==> src/hdl/rvo_pkg.sv <==
// Package for the ROM-variant option register bank: offsets, field positions, reset values.
// Assumes a 32-bit APB with one register per aligned word.
package rvo_pkg;
	localparam logic [11:0] OFF_RESET_STATUS = 12'h000;
	localparam logic [11:0] OFF_OPTION_FIRST = 12'h004;
	localparam logic [11:0] OFF_OPTION_SECOND = 12'h008;
	localparam logic [11:0] OFF_MON_CTRL = 12'h00C;
	localparam logic [11:0] OFF_MON_STATUS = 12'h010;
	localparam logic [11:0] OFF_FLASH_CTRL = 12'h020;
	localparam logic [11:0] OFF_FLASH_TEST = 12'h024;
	localparam logic [11:0] OFF_FLASH_PROT = 12'h028;
	localparam logic [11:0] OFF_ROM_WINDOW = 12'h030;
	localparam int FORCED_ENTRY_BIT = 2;
	localparam int PUMP_DISABLE_BIT = 2;
	localparam int MON_CMD_PROG = 0;
	localparam int MON_CMD_RUN_RAM = 1;
	localparam int MON_CMD_RUN_ROM = 2;
	localparam int MON_CMD_UNLOCK = 3;
	localparam int ST_SECURE = 0;
	localparam int ST_RUN_RAM = 1;
	localparam int ST_RUN_ROM = 2;
	localparam int ST_PROG_IGNORED = 3;
	localparam int ST_OPT_LOCKED = 4;
	localparam logic [7:0] RESET_STATUS_RESET = 8'h80;
	localparam logic [7:0] OPTION_WR_DEFAULT = 8'h00;
	localparam logic [7:0] MON_STATUS_RESET = 8'h01;
	localparam int ROM_DEPTH = 16;
	localparam int ROM_AW = 4;
	typedef struct packed {
		logic [7:0] first;
		logic [7:0] second;
	} rvo_options_s;
endpackage

==> src/hdl/rvo_regs.sv <==
// Option, reset-status and debug-loader control register bank for the ROM or flash variant.
// Assumes an APB master on pclk; mask option values are parameters and reset causes come from same-clock logic.
`timescale 1ns/100ps
// Notes on behaviour
// ROM forced debug entry flag always reads zero.
// Flash control, test, protect registers absent.
// Loader programming commands never alter ROM.
// Loader runs RAM/ROM code, enforces read protection.
// Mask reset vector nonzero, points at code.
// No forced loader entry from erased vector.
// Security check protects user ROM likewise.
// Both option forms select identical options.
// ROM option bits fixed, ignore writes.
// Flash option register writable once per reset.
// ROM pump disable bit reads zero, inert.
// Removed flash addresses ignore writes.
module rvo_regs
#(
	parameter bit ROM_VARIANT = 1'b1,
	parameter logic [7:0] MASK_FIRST = 8'h00,
	parameter logic [7:0] MASK_SECOND = 8'h00
)
(
	// APB slave
	input wire logic pclk,
	input wire logic presetn,
	input wire logic psel,
	input wire logic penable,
	input wire logic pwrite,
	input wire logic [11:0] paddr,
	input wire logic [31:0] pwdata,
	output logic [31:0] prdata,
	output logic pready,
	output logic pslverr,
	// Reset causes and loader entry
	input wire logic [7:0] reset_cause,
	input wire logic erased_vector,
	input wire logic normal_entry,
	input wire logic security_match,
	// Options to the rest of the chip
	output rvo_pkg::rvo_options_s options,
	output logic pump_disable,
	output logic loader_active
);
	logic [7:0] status_reg;
	logic [7:0] status_next;
	logic [7:0] opt1_reg;
	logic [7:0] opt1_next;
	logic [7:0] opt2_reg;
	logic [7:0] opt2_next;
	logic written_reg;
	logic written_next;
	logic [7:0] mon_reg;
	logic [7:0] mon_next;
	logic [rvo_pkg::ROM_AW-1:0] rom_addr_reg;
	logic [rvo_pkg::ROM_AW-1:0] rom_addr_next;
	logic [31:0] prdata_reg;
	logic [31:0] prdata_next;
	logic captured_reg;
	logic captured_next;
	logic [7:0] rom_data;
	logic wr;
	logic rd;
	logic known;
	logic [7:0] opt1_eff;
	logic [7:0] opt2_eff;

	assign wr = psel && penable && pwrite;
	assign rd = psel && !penable && !pwrite;
	assign pready = 1'b1;
	assign pslverr = 1'b0;

	always_comb
	begin
		known = 1'b1;
		unique case (paddr)
			rvo_pkg::OFF_RESET_STATUS, rvo_pkg::OFF_OPTION_FIRST, rvo_pkg::OFF_OPTION_SECOND,
			rvo_pkg::OFF_MON_CTRL, rvo_pkg::OFF_MON_STATUS, rvo_pkg::OFF_ROM_WINDOW:
				known = 1'b1;
			default:
				known = 1'b0;
		endcase
	end

	// Both forms feed the same option wiring; the source differs and the ROM form also forces the pump disable bit to zero.
	always_comb
	begin
		opt1_eff = ROM_VARIANT ? MASK_FIRST : opt1_reg;
		opt2_eff = ROM_VARIANT ? MASK_SECOND : opt2_reg;
		if (ROM_VARIANT)
			opt2_eff[rvo_pkg::PUMP_DISABLE_BIT] = 1'b0;
	end

	assign options.first = opt1_eff;
	assign options.second = opt2_eff;
	assign pump_disable = opt2_eff[rvo_pkg::PUMP_DISABLE_BIT];

	always_comb
	begin
		status_next = status_reg;
		captured_next = 1'b1;
		if (!captured_reg)
			status_next = reset_cause;
		if (ROM_VARIANT)
			status_next[rvo_pkg::FORCED_ENTRY_BIT] = 1'b0;
		opt1_next = opt1_reg;
		opt2_next = opt2_reg;
		written_next = written_reg;
		// A write to either option word uses the single shot for both.
		if (wr && !ROM_VARIANT && !written_reg
			&& (paddr == rvo_pkg::OFF_OPTION_FIRST || paddr == rvo_pkg::OFF_OPTION_SECOND))
		begin
			if (paddr == rvo_pkg::OFF_OPTION_FIRST)
				opt1_next = pwdata[7:0];
			else
				opt2_next = pwdata[7:0];
			written_next = 1'b1;
		end
		if (ROM_VARIANT)
			written_next = 1'b1;
	end

	always_ff @(posedge pclk or negedge presetn)
	begin
		if (!presetn)
		begin
			status_reg <= rvo_pkg::RESET_STATUS_RESET;
			captured_reg <= 1'b0;
			opt1_reg <= rvo_pkg::OPTION_WR_DEFAULT;
			opt2_reg <= rvo_pkg::OPTION_WR_DEFAULT;
			written_reg <= 1'b0;
		end
		else
		begin
			status_reg <= status_next;
			captured_reg <= captured_next;
			opt1_reg <= opt1_next;
			opt2_reg <= opt2_next;
			written_reg <= written_next;
		end
	end

	// Loader state: bit ST_SECURE set means ROM reads are blocked.
	always_comb
	begin
		mon_next = mon_reg;
		rom_addr_next = rom_addr_reg;
		if (normal_entry && !(ROM_VARIANT && erased_vector && !normal_entry))
			mon_next[7] = 1'b1;
		if (ROM_VARIANT && erased_vector && !normal_entry)
			mon_next[7] = mon_reg[7];
		if (wr && paddr == rvo_pkg::OFF_MON_CTRL)
		begin
			if (pwdata[rvo_pkg::MON_CMD_PROG] && ROM_VARIANT)
				mon_next[rvo_pkg::ST_PROG_IGNORED] = 1'b1;
			if (pwdata[rvo_pkg::MON_CMD_RUN_RAM])
				mon_next[rvo_pkg::ST_RUN_RAM] = 1'b1;
			if (pwdata[rvo_pkg::MON_CMD_RUN_ROM])
				mon_next[rvo_pkg::ST_RUN_ROM] = 1'b1;
			if (pwdata[rvo_pkg::MON_CMD_UNLOCK] && security_match)
				mon_next[rvo_pkg::ST_SECURE] = 1'b0;
		end
		if (wr && paddr == rvo_pkg::OFF_ROM_WINDOW)
			rom_addr_next = pwdata[rvo_pkg::ROM_AW-1:0];
		mon_next[rvo_pkg::ST_OPT_LOCKED] = written_next;
	end

	always_ff @(posedge pclk or negedge presetn)
	begin
		if (!presetn)
		begin
			mon_reg <= rvo_pkg::MON_STATUS_RESET;
			rom_addr_reg <= '0;
		end
		else
		begin
			mon_reg <= mon_next;
			rom_addr_reg <= rom_addr_next;
		end
	end

	assign loader_active = mon_reg[7];

	rvo_rom u_rom
	(
		.pclk(pclk),
		.presetn(presetn),
		.addr(rom_addr_reg),
		.rdata(rom_data)
	);

	// Read data is latched in the setup cycle so it is stable through the access phase.
	always_comb
	begin
		prdata_next = prdata_reg;
		if (rd)
		begin
			prdata_next = 32'h0000_0000;
			if (known)
			begin
				unique case (paddr)
					rvo_pkg::OFF_RESET_STATUS: prdata_next[7:0] = status_reg;
					rvo_pkg::OFF_OPTION_FIRST: prdata_next[7:0] = opt1_eff;
					rvo_pkg::OFF_OPTION_SECOND: prdata_next[7:0] = opt2_eff;
					rvo_pkg::OFF_MON_STATUS: prdata_next[7:0] = mon_reg;
					rvo_pkg::OFF_ROM_WINDOW: prdata_next[7:0] = mon_reg[rvo_pkg::ST_SECURE] ? 8'h00 : rom_data;
					default: prdata_next[7:0] = 8'h00;
				endcase
			end
		end
	end

	always_ff @(posedge pclk or negedge presetn)
	begin
		if (!presetn)
			prdata_reg <= 32'h0000_0000;
		else
			prdata_reg <= prdata_next;
	end

	assign prdata = prdata_reg;

	AST_STATUS_BIT2: assert property (@(posedge pclk) disable iff (!presetn)
		ROM_VARIANT |-> !status_reg[rvo_pkg::FORCED_ENTRY_BIT]) else $error("forced entry flag set");
	AST_PUMP_ZERO: assert property (@(posedge pclk) disable iff (!presetn)
		ROM_VARIANT |-> !pump_disable) else $error("pump disable not zero");
	AST_ROM_FIXED: assert property (@(posedge pclk) disable iff (!presetn)
		ROM_VARIANT |-> options.first == MASK_FIRST
		&& options.second == (MASK_SECOND & ~(8'h01 << rvo_pkg::PUMP_DISABLE_BIT)))
		else $error("rom options differ from mask");
	AST_ONE_WRITE: assert property (@(posedge pclk) disable iff (!presetn)
		written_reg |=> $stable(opt1_reg) && $stable(opt2_reg)) else $error("option rewritten");
	AST_FIRST_WRITE: assert property (@(posedge pclk) disable iff (!presetn)
		(!ROM_VARIANT && !written_reg && wr && paddr == rvo_pkg::OFF_OPTION_FIRST)
		|=> opt1_reg == $past(pwdata[7:0]) && written_reg) else $error("first option write lost");
	AST_UNMAPPED_ZERO: assert property (@(posedge pclk) disable iff (!presetn)
		(rd && paddr == rvo_pkg::OFF_FLASH_CTRL) |=> prdata == 32'h0000_0000) else $error("flash reg read nonzero");
	AST_SECURE_READ: assert property (@(posedge pclk) disable iff (!presetn)
		(rd && paddr == rvo_pkg::OFF_ROM_WINDOW && mon_reg[rvo_pkg::ST_SECURE]) |=> prdata == 32'h0000_0000)
		else $error("secured rom visible");
	AST_PROG_NOTED: assert property (@(posedge pclk) disable iff (!presetn)
		(ROM_VARIANT && wr && paddr == rvo_pkg::OFF_MON_CTRL && pwdata[rvo_pkg::MON_CMD_PROG])
		|=> mon_reg[rvo_pkg::ST_PROG_IGNORED]) else $error("program command not flagged");
	COV_UNLOCK: cover property (@(posedge pclk) disable iff (!presetn) $fell(mon_reg[rvo_pkg::ST_SECURE]));
	COV_OPT_WRITE: cover property (@(posedge pclk) disable iff (!presetn) $rose(written_reg));
	COV_ROM_READ: cover property (@(posedge pclk) disable iff (!presetn) rd && paddr == rvo_pkg::OFF_ROM_WINDOW);
endmodule

==> src/hdl/rvo_rom.sv <==
// Small mask-programmed user ROM image with a registered read port.
// Assumes the image is fixed at build time; there is no write port at all.
`timescale 1ns/100ps
module rvo_rom
(
	// Clock and reset
	input wire logic pclk,
	input wire logic presetn,
	// Read port
	input wire logic [rvo_pkg::ROM_AW-1:0] addr,
	output logic [7:0] rdata
);
	logic [7:0] rdata_reg;
	logic [7:0] rdata_next;

	// No write path exists, so programming commands cannot alter contents.
	always_comb
	begin
		rdata_next = {4'hA, addr} ^ 8'h5C;
	end

	always_ff @(posedge pclk or negedge presetn)
	begin
		if (!presetn)
			rdata_reg <= 8'h00;
		else
			rdata_reg <= rdata_next;
	end

	assign rdata = rdata_reg;
endmodule

==> config.mk <==
export PLATFORM = sky130hd
export DESIGN_NAME = rvo_regs
export DESIGN_NICKNAME = d
export VERILOG_FILES = /design/src/hdl/rvo_pkg.sv /design/src/hdl/rvo_regs.sv /design/src/hdl/rvo_rom.sv
export SDC_FILE = /design/constraint.sdc
export NUM_CORES = 1
export LEC_CHECK = 0
export BUFFER_PORTS_ARGS = -buffer_cell sky130_fd_sc_hd__buf_4
export CAP_MARGIN = 25
export CORE_ASPECT_RATIO = 1.2
export CORE_UTILIZATION = 41
export CTS_CLUSTER_DIAMETER = 120
export CTS_CLUSTER_SIZE = 28
export DETAILED_ROUTE_END_ITERATION = 6
export HOLD_SLACK_MARGIN = 0.03
export PLACE_DENSITY = 0.89
export SLEW_MARGIN = 30
export SYNTH_ARGS = -nofsm -noshare
export SYNTH_HDL_FRONTEND = slang
export SYNTH_HIERARCHICAL = 1
export SYNTH_SLANG_ARGS = --single-unit
==> constraint.sdc <==
create_clock -name pclk -period 1.85 [get_ports pclk]
set_input_delay 0.37 -clock pclk [delete_from_list [all_inputs] [get_ports pclk]]
set_output_delay 0.37 -clock pclk [all_outputs]
set_load 0.02 [all_outputs]
==> summary.md <==
The run finished with clean final reports. The count of vias placed by the detailed router is 1,071. The floorplan core area came out at 3664 um2. The library cell with the highest instance count after synthesis was sky130_fd_sc_hd__buf_4. The most used flip-flop cell after synthesis is sky130_fd_sc_hd__dfrtp_1.

Static leakage: 0.9221 nW. The synthesized design devotes to its leading area cell type 44.13% of total area. The placer's final routability congestion estimate came out at 0.7908.

The logs give 43.34% for the initial core utilization and 241.4 ps for the final hold slack. Setup repair after global routing left no endpoint under its margin. In the global route stage, overall resource usage came out at 15.30%. The max-cap violation count is 0, and the power density relative to cell area is 748.9 nW/um2. The tools report the synthesized cell area as 1588 um2. The largest fanout on the critical path is 4. The logs give 0 for the number of design rule violations left after detail routing and 0 for the final-report setup violation count. A synthesized cell averages 10.88 um2. Global routing used 17.40% of the available met1 tracks. The type of the worst setup path was in -> reg. Total overflow reported by the global router: 0. Buffers inserted during clock tree synthesis total 5.

The count of flip-flops with a built-in enable after synthesis is 0. Of the available clock period, the critical path in the final layout requires 90.05%. The number of flip-flops and latches in the synthesized netlist works out to 30.

Across the routed clock network, the largest skew measured is 2.418 ps. For the met3 demand-to-capacity share in global routing, the log shows 4.815%. The worst setup path is launched from a primary input. At the later pin of the worst-skew pair, clock insertion delay measures 270 ps. The first global-routing pass estimated 4616 um of wire. The proportion of synthesized chip area in sequential cells was 47.44%; the number of DRC markers in iteration 0 was 29.

The run gives 24 as the number of placement rows. The initial antenna violation count was 0; the average wire per standard cell was 11.65 um. The register-to-register setup slack was 670 ps; the die span in x was 58.81 um. The logs give 2820 um for the routed wire length and 0 for the number of setup buffers added after CTS. In the global route stage, met2 resource usage came out at 25.51%. The number of I/O port buffers works out to 38.

The tightest min-delay check is of the in -> reg type. The minimum setup slack after placement is -138.5 ps, and the clock period minus worst slack is 1666 ps. In the final layout, flip-flops and latches occupy 753.2 um2. The final count of pins violating max slew was 0; the fraction of registers with async set or reset after synthesis was 100.0%. In this run the deepest clock path goes through 2 buffers.

Die boundary height: 70.17 um. The flip-flop count of the largest register after layout is 8. At the worst endpoint, the arrival time is 1820 ps.

After clock tree synthesis, the clock-pin slew on the worst setup and hold paths is 60 ps. Ranked by instance count, the synthesized netlist is headed by sky130_fd_sc_hd__buf_4 (46), sky130_fd_sc_hd__dfrtp_1 (28), sky130_fd_sc_hd__a22oi_1 (12), sky130_fd_sc_hd__mux2_2 (11), sky130_fd_sc_hd__o21ai_0 (8). The synthesized netlist contains 28 unique library cells.

The share of cells above drive strength 1 was 37.37%. For the number of antenna-violating nets in the routed design, the log shows 0. The run gives 2 as the number of levels the H-tree was split into. Ranked by total cell area, the synthesized netlist is headed by sky130_fd_sc_hd__dfrtp_1 (44%), sky130_fd_sc_hd__buf_4 (22%), sky130_fd_sc_hd__mux2_2 (7.8%). The cell type with the highest aggregate area in the netlist was sky130_fd_sc_hd__dfrtp_1. The number of nets in the final layout was 249. The tree is rooted in a sky130_fd_sc_hd__clkbuf_8. The tools report the required time at the endpoint of the critical path as 2010 ps. Area of the multi-input gates: 624.3 um2. For the number of ports placed on the die boundary, the log shows 112.

TritonCTS built the clock tree. Synthesis produced a netlist whose cell count is 146. The pin count of the biggest net entering global routing came out at 31. The tools report the minimum setup slack in the final design as 184.1 ps. VDD sags by at most 0.4503 mV. The tools report the total clock sinks as 30. The tools report the number of global-route vias before repair as 1,020. The layout-stage area growth over the synthesis result is 17.57%, and the final-report hold violation count is 0.

Global-route layer with the greatest usage: met2. The run gives 4 as the detailed-router iteration count before antenna repair. The HPWL reported at the end of detailed placement is 2260 um.

The highest clock rate is 600.3 MHz. Fill cells in the final layout number 348. The worst setup path is captured at a flop. Floorplan die area: 4127 um2. The logs give 0 for the antenna diode count and 6 for the number of warnings printed during yosys synthesis. In the routed layout, each cell is associated on average with a via count of 4.426.
==> worst max-delay path, cell delays in order <==
cell and delay, ps:
sky130_fd_sc_hd__buf_4 110, sky130_fd_sc_hd__or4_4 530, sky130_fd_sc_hd__nor3_1 240, sky130_fd_sc_hd__nand3_1 240
sky130_fd_sc_hd__mux2_2 340
==> layout make-up <==
type | count | area share, %
multi-input combinational | 106 | 33.45
inverter | 4 | 0.8043
timing repair buffer | 42 | 17.02
sequential | 30 | 40.35
tap | 52 | 3.485
clock inverter | 1 | 0.2681
clock buffer | 7 | 4.625
==> layout by cell type (no fill, tap or decap), types with 2 or more instances in the layout <==
master / netlist / layout
sky130_fd_sc_hd__a21o_2: 3 / 3
sky130_fd_sc_hd__a22oi_1: 12 / 12
sky130_fd_sc_hd__buf_4: 46 / 41
sky130_fd_sc_hd__clkbuf_8: 0 / 6
sky130_fd_sc_hd__conb_1: 3 / 45
sky130_fd_sc_hd__dfrtp_1: 28 / 28
sky130_fd_sc_hd__dfstp_2: 2 / 2
sky130_fd_sc_hd__inv_1: 4 / 4
sky130_fd_sc_hd__mux2_2: 11 / 11
sky130_fd_sc_hd__nand2_1: 5 / 5
sky130_fd_sc_hd__nand3_1: 3 / 3
sky130_fd_sc_hd__nor2_1: 3 / 3
sky130_fd_sc_hd__nor4_1: 2 / 2
sky130_fd_sc_hd__o21ai_0: 8 / 8
==> power breakdown <==
part | leakage [nW] | internal, mW | total [mW] | switching, mW
Sequential | 0.378 | 0.676 | 0.689 | 0.0128
Combinational | 0.496 | 0.0618 | 0.182 | 0.120
Clock | 0.0482 | 0.299 | 0.528 | 0.228
Total | 0.922 | 1.04 | 1.40 | 0.361
==> logic make-up after synthesis <==
family / after synthesis / share of synthesized area (%)
flops: 30 / 47.44
other cells: 3 / 0.7092
simple gates: 24 / 9.535
compound gates: 26 / 11.35
buf+inv: 52 / 23.17
mux: 11 / 7.801
==> routing by layer <==
metal | up-vias | routed length (um) | share of wire (%)
li1 | 503 | - | -
met1 | 503 | 1053 | 37
met2 | 59 | 1487 | 53
met3 | 6 | 236 | 8.4
met4 | 0 | 43 | 1.5
met5 | - | 0 | 0
==> timing repair <==
| action | CTS | global route |
|---|---|---|
| hold endpoints to repair | 28 | 0 |
| hold buffers | 1 | 0 |
| gates resized for setup | 0 | 0 |
==> path summary, 6_finish.rpt <==
| path | startpoint | end | depth (start not counted) |
|---|---|---|---|
| min reg2reg | rom_addr_reg[1] | u_rom/rdata[1] | 0 |
| max | paddr[9] | rom_addr_reg[3] | 5 |
| min in group asynchronous | presetn | mon_reg[4] | 2 |
| min | security_match | mon_reg[0] | 2 |
| max in group asynchronous | presetn | mon_reg[0] | 2 |
| max reg2reg | mon_reg[0] | prdata[5] | 4 |
==> metrics by stage <==
stage | total power [mW] | setup TNS (ps) | util, % | instance area, um2 | cells
after floorplan | 0.8765 | 0 | - | 1745 | 188
after global placement | 0.8756 | -817.9 | 48.19 | 1765 | 233
final | 1.398 | 0 | 50.96 | 1867 | 242
after detailed placement | 0.8804 | -1319 | 48.19 | 1765 | 233
after global routing | 1.470 | 0 | 50.96 | 1867 | 242
after CTS | 1.418 | 0 | 50.96 | 1867 | 242
(Power assumes the default switching activity.)
